--- src/opfs_map.vh ---
// Purpose: register map and field layout of the output pin function select block
// Assumes: 32-bit APB, one aligned word per register
// Notes: offsets are byte addresses
`ifndef OPFS_MAP_VH
`define OPFS_MAP_VH

`define OPFS_OFS_PINS_12_13 12'h000
`define OPFS_OFS_PINS_14_15 12'h004
`define OPFS_OFS_PINS_16_17 12'h008
`define OPFS_OFS_PINS_18_19 12'h00c
`define OPFS_OFS_PINS_20_21 12'h010
`define OPFS_OFS_PINS_22_23 12'h014
`define OPFS_OFS_PINS_24_25 12'h018
`define OPFS_OFS_SHIFT 2
`define OPFS_PAIR_CNT 7
`define OPFS_BIG_PAIR_FIRST 2

`define OPFS_SEL_W 5
`define OPFS_EVEN_LSB 0
`define OPFS_ODD_LSB 8
`define OPFS_SEL_RESET 5'h00
`define OPFS_SEL_NONE 5'h00

`define OPFS_FIRST_PIN 12
`define OPFS_PIN_CNT 14

`endif

--- src/opfs_pin_route.v ---
// Purpose: routes one peripheral output onto one remappable pin
// Assumes: function code n selects peripheral output n-1 of the function bus
// Notes: code zero or an unassigned code leaves the pin to port logic
`timescale 1ns/100ps
`default_nettype none
`include "opfs_map.vh"

module opfs_pin_route #(
	parameter FUNC_CNT = 31
) (
	input wire [`OPFS_SEL_W-1:0] func_sel_i,
	input wire [FUNC_CNT-1:0] func_out_i,
	input wire [FUNC_CNT-1:0] func_oe_i,
	input wire port_out_i,
	input wire port_oe_i,
	output wire pin_out_o,
	output wire pin_oe_o,
	output wire pin_periph_o
);

	wire [`OPFS_SEL_W-1:0] func_idx;
	wire func_valid;

	assign func_idx = func_sel_i - 5'h01;

	// zero or unassigned codes fall back to port
	assign func_valid = (func_sel_i != `OPFS_SEL_NONE) && (func_sel_i <= FUNC_CNT);

	assign pin_out_o = func_valid ? func_out_i[func_idx] : port_out_i;
	assign pin_oe_o = func_valid ? func_oe_i[func_idx] : port_oe_i;
	assign pin_periph_o = func_valid;

endmodule // opfs_pin_route
`default_nettype wire

--- src/opfs_top.v ---
// Purpose: output function select for remappable pins 12 to 25, APB slave
// Assumes: one clock, peripheral and port signals on that clock
// Notes: pair registers 16..25 exist only when LARGE_PKG is set
//
// Functional notes
// - each pin 12..25 has 5-bit selector
// - even pin bits 4:0, odd 12:8
// - bits 15:13 and 7:5 read zero
// - selectors read/write, cleared at reset
// - pins 16..25 registers only on large package
// - pin 15 upper, pin 14 lower, independent
//
// Implementation choices: the APB register port and the register offsets.
`timescale 1ns/100ps
`default_nettype none
`include "opfs_map.vh"

module opfs_top #(
	parameter FUNC_CNT = 31,
	parameter LARGE_PKG = 1
) (
	input wire core_clk_i,
	input wire reset_i,
	input wire psel_i,
	input wire penable_i,
	input wire pwrite_i,
	input wire [11:0] paddr_i,
	input wire [31:0] pwdata_i,
	input wire [3:0] pstrb_i,
	output reg [31:0] prdata_o,
	output wire pready_o,
	output wire pslverr_o,
	input wire [FUNC_CNT-1:0] func_out_i,
	input wire [FUNC_CNT-1:0] func_oe_i,
	input wire [`OPFS_PIN_CNT-1:0] port_out_i,
	input wire [`OPFS_PIN_CNT-1:0] port_oe_i,
	output wire [`OPFS_PIN_CNT-1:0] pin_out_o,
	output wire [`OPFS_PIN_CNT-1:0] pin_oe_o,
	output wire [`OPFS_PIN_CNT-1:0] pin_periph_o
);

	// ==========================================
	// address decode
	// ==========================================
	wire [9:0] word_idx;
	wire aligned;
	wire in_range;
	wire present;
	wire hit;
	wire access;
	wire [2:0] pair_sel;

	assign word_idx = paddr_i[11:`OPFS_OFS_SHIFT];
	assign aligned = (paddr_i[1:0] == 2'h0);
	assign in_range = (word_idx < `OPFS_PAIR_CNT);
	assign pair_sel = word_idx[2:0];
	// upper pairs absent on small package
	assign present = in_range && ((LARGE_PKG != 0) || (pair_sel < `OPFS_BIG_PAIR_FIRST));
	assign hit = aligned && present;
	assign access = psel_i && penable_i;
	assign pready_o = 1'b1;
	assign pslverr_o = access && !hit;

	// ==========================================
	// selector registers
	// ==========================================
	reg [`OPFS_SEL_W-1:0] even_sel_q [0:`OPFS_PAIR_CNT-1];
	reg [`OPFS_SEL_W-1:0] odd_sel_q [0:`OPFS_PAIR_CNT-1];
	wire [`OPFS_PIN_CNT*`OPFS_SEL_W-1:0] sel_flat;

	genvar g;
	generate
		for (g = 0; g < `OPFS_PAIR_CNT; g = g + 1) begin : g_pair
			wire wr_this;
			wire keep;
			assign keep = (LARGE_PKG != 0) || (g < `OPFS_BIG_PAIR_FIRST);
			assign wr_this = access && pwrite_i && hit && (pair_sel == g);

			// reset to zero, written by software
			always @(posedge core_clk_i or posedge reset_i) begin
				if (reset_i) begin
					even_sel_q[g] <= `OPFS_SEL_RESET;
					odd_sel_q[g] <= `OPFS_SEL_RESET;
				end else if (wr_this && keep) begin
					// even low field, odd high field
					if (pstrb_i[0]) begin
						even_sel_q[g] <= pwdata_i[`OPFS_EVEN_LSB+`OPFS_SEL_W-1:`OPFS_EVEN_LSB];
					end
					if (pstrb_i[1]) begin
						odd_sel_q[g] <= pwdata_i[`OPFS_ODD_LSB+`OPFS_SEL_W-1:`OPFS_ODD_LSB];
					end
				end
			end

			// absent selectors read and act as zero
			assign sel_flat[(2*g+1)*`OPFS_SEL_W-1:2*g*`OPFS_SEL_W] =
				keep ? even_sel_q[g] : `OPFS_SEL_RESET;
			assign sel_flat[(2*g+2)*`OPFS_SEL_W-1:(2*g+1)*`OPFS_SEL_W] =
				keep ? odd_sel_q[g] : `OPFS_SEL_RESET;
		end
	endgenerate

	// ==========================================
	// read data
	// ==========================================
	reg [31:0] rd_word;
	always @* begin
		rd_word = 32'h00000000;
		if (hit) begin
			rd_word[`OPFS_EVEN_LSB+`OPFS_SEL_W-1:`OPFS_EVEN_LSB] =
				sel_flat[pair_sel*10 +: `OPFS_SEL_W];
			rd_word[`OPFS_ODD_LSB+`OPFS_SEL_W-1:`OPFS_ODD_LSB] =
				sel_flat[pair_sel*10+`OPFS_SEL_W +: `OPFS_SEL_W];
		end
	end

	// read data registered on setup so it is valid in access phase
	always @(posedge core_clk_i or posedge reset_i) begin
		if (reset_i) begin
			prdata_o <= 32'h00000000;
		end else if (psel_i && !penable_i && !pwrite_i) begin
			prdata_o <= rd_word;
		end
	end

	// ==========================================
	// pin routing
	// ==========================================
	generate
		for (g = 0; g < `OPFS_PIN_CNT; g = g + 1) begin : g_pin
			opfs_pin_route #(
				.FUNC_CNT(FUNC_CNT)
			) u_route (
				.func_sel_i(sel_flat[g*`OPFS_SEL_W +: `OPFS_SEL_W]),
				.func_out_i(func_out_i),
				.func_oe_i(func_oe_i),
				.port_out_i(port_out_i[g]),
				.port_oe_i(port_oe_i[g]),
				.pin_out_o(pin_out_o[g]),
				.pin_oe_o(pin_oe_o[g]),
				.pin_periph_o(pin_periph_o[g])
			);
		end
	endgenerate

endmodule // opfs_top
`default_nettype wire

--- config.mk ---
export PLATFORM = sky130hd
export DESIGN_NAME = opfs_top
export DESIGN_NICKNAME = d
export VERILOG_FILES = /design/src/opfs_pin_route.v /design/src/opfs_top.v
export VERILOG_INCLUDE_DIRS = /design/src /design/src/src
export SDC_FILE = /design/constraint.sdc
export NUM_CORES = 1
export LEC_CHECK = 0
export BUFFER_PORTS_ARGS = -buffer_cell sky130_fd_sc_hd__buf_2
export CELL_PAD_IN_SITES_DETAIL_PLACEMENT = 1
export CELL_PAD_IN_SITES_GLOBAL_PLACEMENT = 2
export CORE_MARGIN = 10
export CORE_UTILIZATION = 35
export DETAILED_ROUTE_END_ITERATION = 8
export HOLD_SLACK_MARGIN = 0.02
export PLACE_DENSITY = 0.81
export SETUP_SLACK_MARGIN = 0.3
export SYNTH_ARGS = -nofsm -noshare
export SYNTH_HDL_FRONTEND = slang
export SYNTH_SLANG_ARGS = --single-unit
--- constraint.sdc ---
create_clock -name core_clk_i -period 3.1 [get_ports core_clk_i]
set_input_delay 0.62 -clock core_clk_i [delete_from_list [all_inputs] [get_ports core_clk_i]]
set_output_delay 0.62 -clock core_clk_i [all_outputs]
set_load 0.005 [all_outputs]
==> flow_summary.toml, run 1 <==
[logic_synthesis]
synth_area_um2 = 13100
synth_area_per_cell_um2 = 11.0
synth_edf_count = 0
ys_types = 57
syn_inst = 1189
synth_flop_cell = "dfrtp_1"
yosys.area.top_type = "mux4_2"
ys_ff_latch = 80
synth-warning-count = 0
async_flop_share_pct = 100
synth_top_area_share_pct = 35.5
ys_seq_area_share_pct = 15.3
yosys-top-cells-area = "mux4_2 (36%), dfrtp_1 (15%), mux2i_1 (8.5%)"

[placed_design]
placed_cells = 1719
hpwl_um = 38700
io_buffers = 171
routabilityCongestion = 0.881
post-place-ws_ns = 0.219

[worst_setup_path]
crit_top_cell = "mux4_2"
critPathKind = "register to output port"
crit_family = "multiplexers"
cp_max_fo = 11
max_stage_delay_ns = 0.54
cp.arrival_ns = 2.53
critPathSlowestCell = "mux4_2"
crit_path_cell_trace = "inv_4 > ha_4 > mux4_2 > mux4_2 > a21oi_2 > a311oi_1 > buf_2"
crit_path_start_kind = "register"
cp.buffers_inverters = 2
worstPathRequired_ns = 2.48
end_kind = "output port"

[sta]
worst_hold_slack_ns = 0.349
hold_viol_final = 0
postLayoutSetupSlackWorst_ns = -0.0550
skew_ns = 0.0101
max_freq_ghz = 0.317
setup_viol = 2
rsz0062_at_grt = "yes"
fin_crit_ns = 3.15
drv_slew = 0
timing.slew.headroom_pct = 36.2
post-route-period-util_pct = 102
tightest_slew_ns = 0.953

[global_routing]
grt_max_degree = 45
overflow = 0
grtUsageTotal_pct = 25.6
grt_pass1_wl_um = 85900
grt.busiest_layer = "met2"
globalRouteMet2Util_pct = 41.6
grt_antenna_before_repair = 2
first_global_vias = 13000
grt.met3_usage_pct = 7.34
use_met1_pct = 30.3

[route]
drc = 0
vias_per_cell = 6.77
routed-via-count = 12500
drtIter0Drc = 1425
detail_route.wl_per_cell_um = 33.2
totalWireLength_um = 61100
drtAntennaViolNets = 0
dr.pass1.iters = 5

[power]
power_w = 0.00320
ir_drop_v = 0.000161
p_leak_nw = 6.78
p_per_area_nw_per_um2 = 194

[flow_run]
max-cap-violations = 0

[clock_tree]
htree_levels = 3
clockBufferDepth = 2
ctsRootBufferMaster = "clkbuf_16"
clkLatencyLatePin_ns = 0.36
cts-buffers-inserted = 9
cts_tree = "built"
clock_sinks = 80
path_clk_slew_ns = 0.07

[worst_hold_path]
hold_path.class = "primary input to asynchronous set/reset pin"

[finish]
syn_to_final_growth_pct = 25.7
fill_cells = 3913
drive_above_1_share_pct = 59.9
stdcell_count = 1841
final_common_cell = "mux4_2"
fin_nets = 1524
final_cell_mix = "mux4_2 (208), buf_2 (171), buf_4 (113)"

[floorplanning]
start_util_pct = 35.7
coreArea_um2 = 36800
row_count = 70
die_h_um = 214
die_w_um = 214
io_pins = 219
die_area_um2 = 45600

[outcome]
violations = "setup timing"
status = "finished, violations left"
[logic make-up after synthesis]
logic type | after synthesis | synth area share [%]
AOI/OAI and AO/OA | 124 | 6.54
xor gates and xnor gates | 26 | 1.73
adders and majority gates | 14 | 1.33
buffers and inverters | 230 | 9.06
DFF | 80 | 15.3
muxes | 420 | 52.9
other | 2 | 0.0572
and+or+nand+nor | 293 | 13.1
[cell usage after synthesis (3+ instances only)]
| cell type | n |
|---|---|
| nor2_4 | 3 |
| clkbuf_8 | 4 |
| nor2b_1 | 29 |
| a211oi_1 | 4 |
| nand2_4 | 6 |
| a32o_1 | 8 |
| o21ai_0 | 38 |
| xnor2_1 | 11 |
| nor2_2 | 3 |
| and2_1 | 15 |
| nor2_1 | 46 |
| a21oi_1 | 10 |
| mux2_2 | 98 |
| ha_1 | 14 |
| a311oi_1 | 16 |
| o211ai_1 | 18 |
| clkbuf_1 | 97 |
| nor3b_1 | 16 |
| buf_2 | 18 |
| nand3b_1 | 24 |
| mux4_2 | 207 |
| xor2_1 | 15 |
| inv_1 | 30 |
| dfrtp_1 | 80 |
| or2_2 | 11 |
| mux2i_1 | 112 |
| nand2b_1 | 16 |
| buf_1 | 13 |
| a31oi_1 | 10 |
| nor3_1 | 13 |
| or3b_2 | 3 |
| buf_4 | 66 |
| nand3_1 | 51 |
| nand2_1 | 42 |
[per-layer routing]
layer | part of all wire, % | vias to the layer above | wire length [µm]
met5 | 0.011 | - | 7
met1 | 35 | 6212 | 21300
met4 | 6.6 | 2 | 4010
li1 | - | 4927 | -
met3 | 11 | 300 | 6900
met2 | 47 | 1020 | 28900
[flip-flops by register name (all words and copies together), names as in the netlist]
| register | flops |
|---|---|
| even_sel_q | 35 |
| odd_sel_q | 35 |
| prdata_o | 10 |
[power by group]
part	internal, W	switching [W]
Clock	0.000778	0.000464
Sequential	0.00104	0.00000109
Combinational	0.000359	0.000550
Total	0.00218	0.00102
[stage by stage]
step                      cell area (µm²)  setup TNS [ns]  util [%]
after detailed placement            14200               0      38.6
final                               16500         -0.0625      44.8
after global placement              14200               0      38.6
after global routing                16500          -0.158      44.8
after floorplan                     13400               0         -
after CTS                           16100               0      43.6
[path summary, 6_finish.rpt]
kind	endpoint	start	cells after the start	slack (ns)
worst min-delay path	prdata_o[12]	reset_i	2	0.35
min in group core_clk_i	prdata_o[11]	prdata_o[11]	1	0.49
worst max register to register	prdata_o[8]	odd_sel_q[25]	6	1.06
worst min register to register	prdata_o[11]	prdata_o[11]	1	0.49
max in group asynchronous	even_sel_q[16]	reset_i	3	2.02
worst max-delay path	pin_oe_o[1]	odd_sel_q[30]	7	-0.05
[worst register-to-register path, stage by stage, from the launching register on]
cell and delay (ns):
dfrtp_1 0.40, buf_4 0.17, clkbuf_16 0.17, buf_4 0.13, mux4_2 0.51, or2_2 0.30
a32o_1 0.24
[area by class of cell]
cell class / instances / area [µm²] / area share, %
Antenna cell: 3 / 7.51 / 0.0455
Sequential cell: 80 / 2010 / 12.2
Tap cell: 468 / 586 / 3.55
Timing Repair Buffer: 346 / 2850 / 17.3
Clock inverter: 4 / 95.1 / 0.576
Multi-Input combinational cell: 900 / 10600 / 64.3
Clock buffer: 10 / 229 / 1.39
Inverter: 30 / 116 / 0.705
[timing repair]
action / in CTS / in global routing
pin swaps: 58 / 38
hold buffers: 0 / 0
gates resized for setup: 187 / 51
setup endpoints to repair: 28 / 28
gates cloned: 12 / 3
setup buffers: 69 / 21
(Power assumes the default switching activity.)
==> inputs of run 2 (changes only) <==
==> constraint.sdc (replaced) <==
create_clock -name core_clk_i -period 3.1 [get_ports core_clk_i]
set_input_delay 0.31 -clock core_clk_i [delete_from_list [all_inputs] [get_ports core_clk_i]]
set_output_delay 0.31 -clock core_clk_i [all_outputs]
set_load 0.005 [all_outputs]
==> run 2 against run 1 <==
  * Highest routed layer unchanged
  * Critical endpoint is now pin_out_o[1]
  * Power decreased by 1.8%
  * The run now ends clean
  * Largest cell class unchanged
  * Critical path type unchanged
  * Clock-buffer cell count stayed put
  * Global-route usage decreased by 1.7 points
==> flow_summary.toml, run 2 (synthesis results as in run 1) <==
[floorplanning]
io_pins = 219
start_util_pct = 35.7
die_h_um = 214
die_area_um2 = 45600
row_count = 70
die_w_um = 214
coreArea_um2 = 36800

[global_routing]
grt_antenna_before_repair = 5
grtUsageTotal_pct = 23.9
grt_max_degree = 36
grt_pass1_wl_um = 81300
overflow = 0
first_global_vias = 12300

[worst_setup_path]
timing.reg2reg.setup_slack_ns = 1.24
max_stage_delay_ns = 0.54
r2r_end = "prdata_o[8]"
crit-reg2reg-launch = "odd_sel_q[15]"
crit_top_cell = "mux4_2"
crit_path_cell_trace = "inv_2 > ha_4 > buf_12 > mux4_2 > mux4_2 > a21oi_2 > a311oi_2 > buf_2"
crit_path_start_kind = "register"
cp.arrival_ns = 2.53
cp.depth = 8
end_kind = "output port"
critPathSlowestCell = "mux4_2"
r2r_cells = 4
cp.buffers_inverters = 3
critPathKind = "register to output port"
crit_family = "multiplexers"
worstPathRequired_ns = 2.79
cp_max_fo = 6

[route]
drtIter0Drc = 1370
drc = 0
dr.pass1.iters = 7
totalWireLength_um = 57000
routed-via-count = 12000
vias_per_cell = 6.84
detail_route.wl_per_cell_um = 32.6
drtAntennaViolNets = 0

[sta]
hold_viol_final = 0
fin_tns_setup_ns = 0
timing.slew.headroom_pct = 41.6
post-route-period-util_pct = 91.6
drv_slew = 0
worst_hold_slack_ns = 0.321
skew_ns = 0.00591
fin_crit_ns = 2.84
setup_viol = 0
rsz0062_at_grt = "yes"
tightest_slew_ns = 0.873
max_freq_ghz = 0.352

[placed_design]
placed_cells = 1692
routabilityCongestion = 0.882
io_buffers = 171
hpwl_um = 37700

[finish]
stdcell_count = 1748
final_common_cell = "mux4_2"
fill_cells = 4011
fin_nets = 1434
final_cell_mix = "mux4_2 (208), buf_2 (171), mux2i_1 (106)"
syn_to_final_growth_pct = 14.9
n_antenna_cell = 0
drive_above_1_share_pct = 52.3
reg_top3 = "even_sel_q (35), odd_sel_q (35), prdata_o (10)"

[clock_tree]
clock_sinks = 80
cts_tree = "built"
htree_levels = 3
path_clk_slew_ns = 0.06
clockBufferDepth = 2
cts-buffers-inserted = 9
clkLatencyLatePin_ns = 0.35
ctsRootBufferMaster = "clkbuf_16"

[power]
p_leak_nw = 6.17
ir_drop_v = 0.000157
p_per_area_nw_per_um2 = 208

[worst_hold_path]
hold_path_depth = 2
hold_path.class = "primary input to register"
hold_end = "even_sel_q[4]"
worstHoldStart = "pwdata_i[4]"

[flow_run]
max-cap-violations = 0

[outcome]
status = "finished, final reports clean"
run 2: changes by cell type in the layout (fill, tap and decap cells not counted), sizes merged:
cell,change
buf,-89
dlygate4sd3,+1
diode,-3
clkbuf,-2
run 2: metrics by stage:
stage          setup slack, ns  power, W  cell area (µm²)  utilization, %
6_report                 0.261   0.00314            15100            41.0
5_1_grt                  0.198   0.00320            15100            41.0
4_1_cts                  0.292   0.00310            14500            39.4
3_5_place_dp             0.349   0.00188            13900            37.8
3_3_place_gp             0.433   0.00185            13900            37.8
2_1_floorplan            0.277   0.00156            13200               -
run 2: layer usage:
layer  vias up  share of wire (%)  global-route usage (%)
met2       924                 48                    39.4
met3       229                 12                    5.94
met4         6                4.9                    11.0
met5         -              0.081                       0
met1      6070                 35                    29.0
li1       4721                  -                       -
run 2: worst max-delay path by stage:
| stage | start | to | slack [ns] |
|---|---|---|---|
| 4_1_cts | odd_sel_q[31] | pin_oe_o[1] | 0.29 |
| 3_3_place_gp | odd_sel_q[31] | pin_oe_o[1] | 0.43 |
| 3_5_place_dp | even_sel_q[1] | pin_oe_o[12] | 0.35 |
| 5_1_grt | odd_sel_q[31] | pin_oe_o[1] | 0.20 |
| 6_report | odd_sel_q[31] | pin_out_o[1] | 0.26 |
| 2_1_floorplan | odd_sel_q[30] | pin_oe_o[1] | 0.28 |
run 2: what timing repair did:
| action | 4_1_cts | 5_1_grt |
|---|---|---|
| hold buffers | 1 | 0 |
| endpoints found under the setup margin | 28 | 24 |
| pin swaps | 2 | 9 |
| hold endpoints to repair | 14 | 0 |
| resized for setup | 40 | 56 |
| gates cloned | 0 | 1 |
| buffers inserted | 6 | 34 |
run 2: area by class of cell:
class                      count  area [µm²]  share of cell area [%]
clock inverter                 4        95.1                   0.630
timing repair buffer         256        1620                    10.7
tap                          468         586                    3.88
clock buffer                  10         229                    1.52
multi-input combinational    900       10400                    69.2
inverter                      30         114                   0.755
sequential                    80        2010                    13.3
run 2: where the power goes:
part	leakage [nW]	switching [W]	internal [W]
registers	1.11	0.00000105	0.00104
logic	4.90	0.000533	0.000331
clock network	0.158	0.000450	0.000778
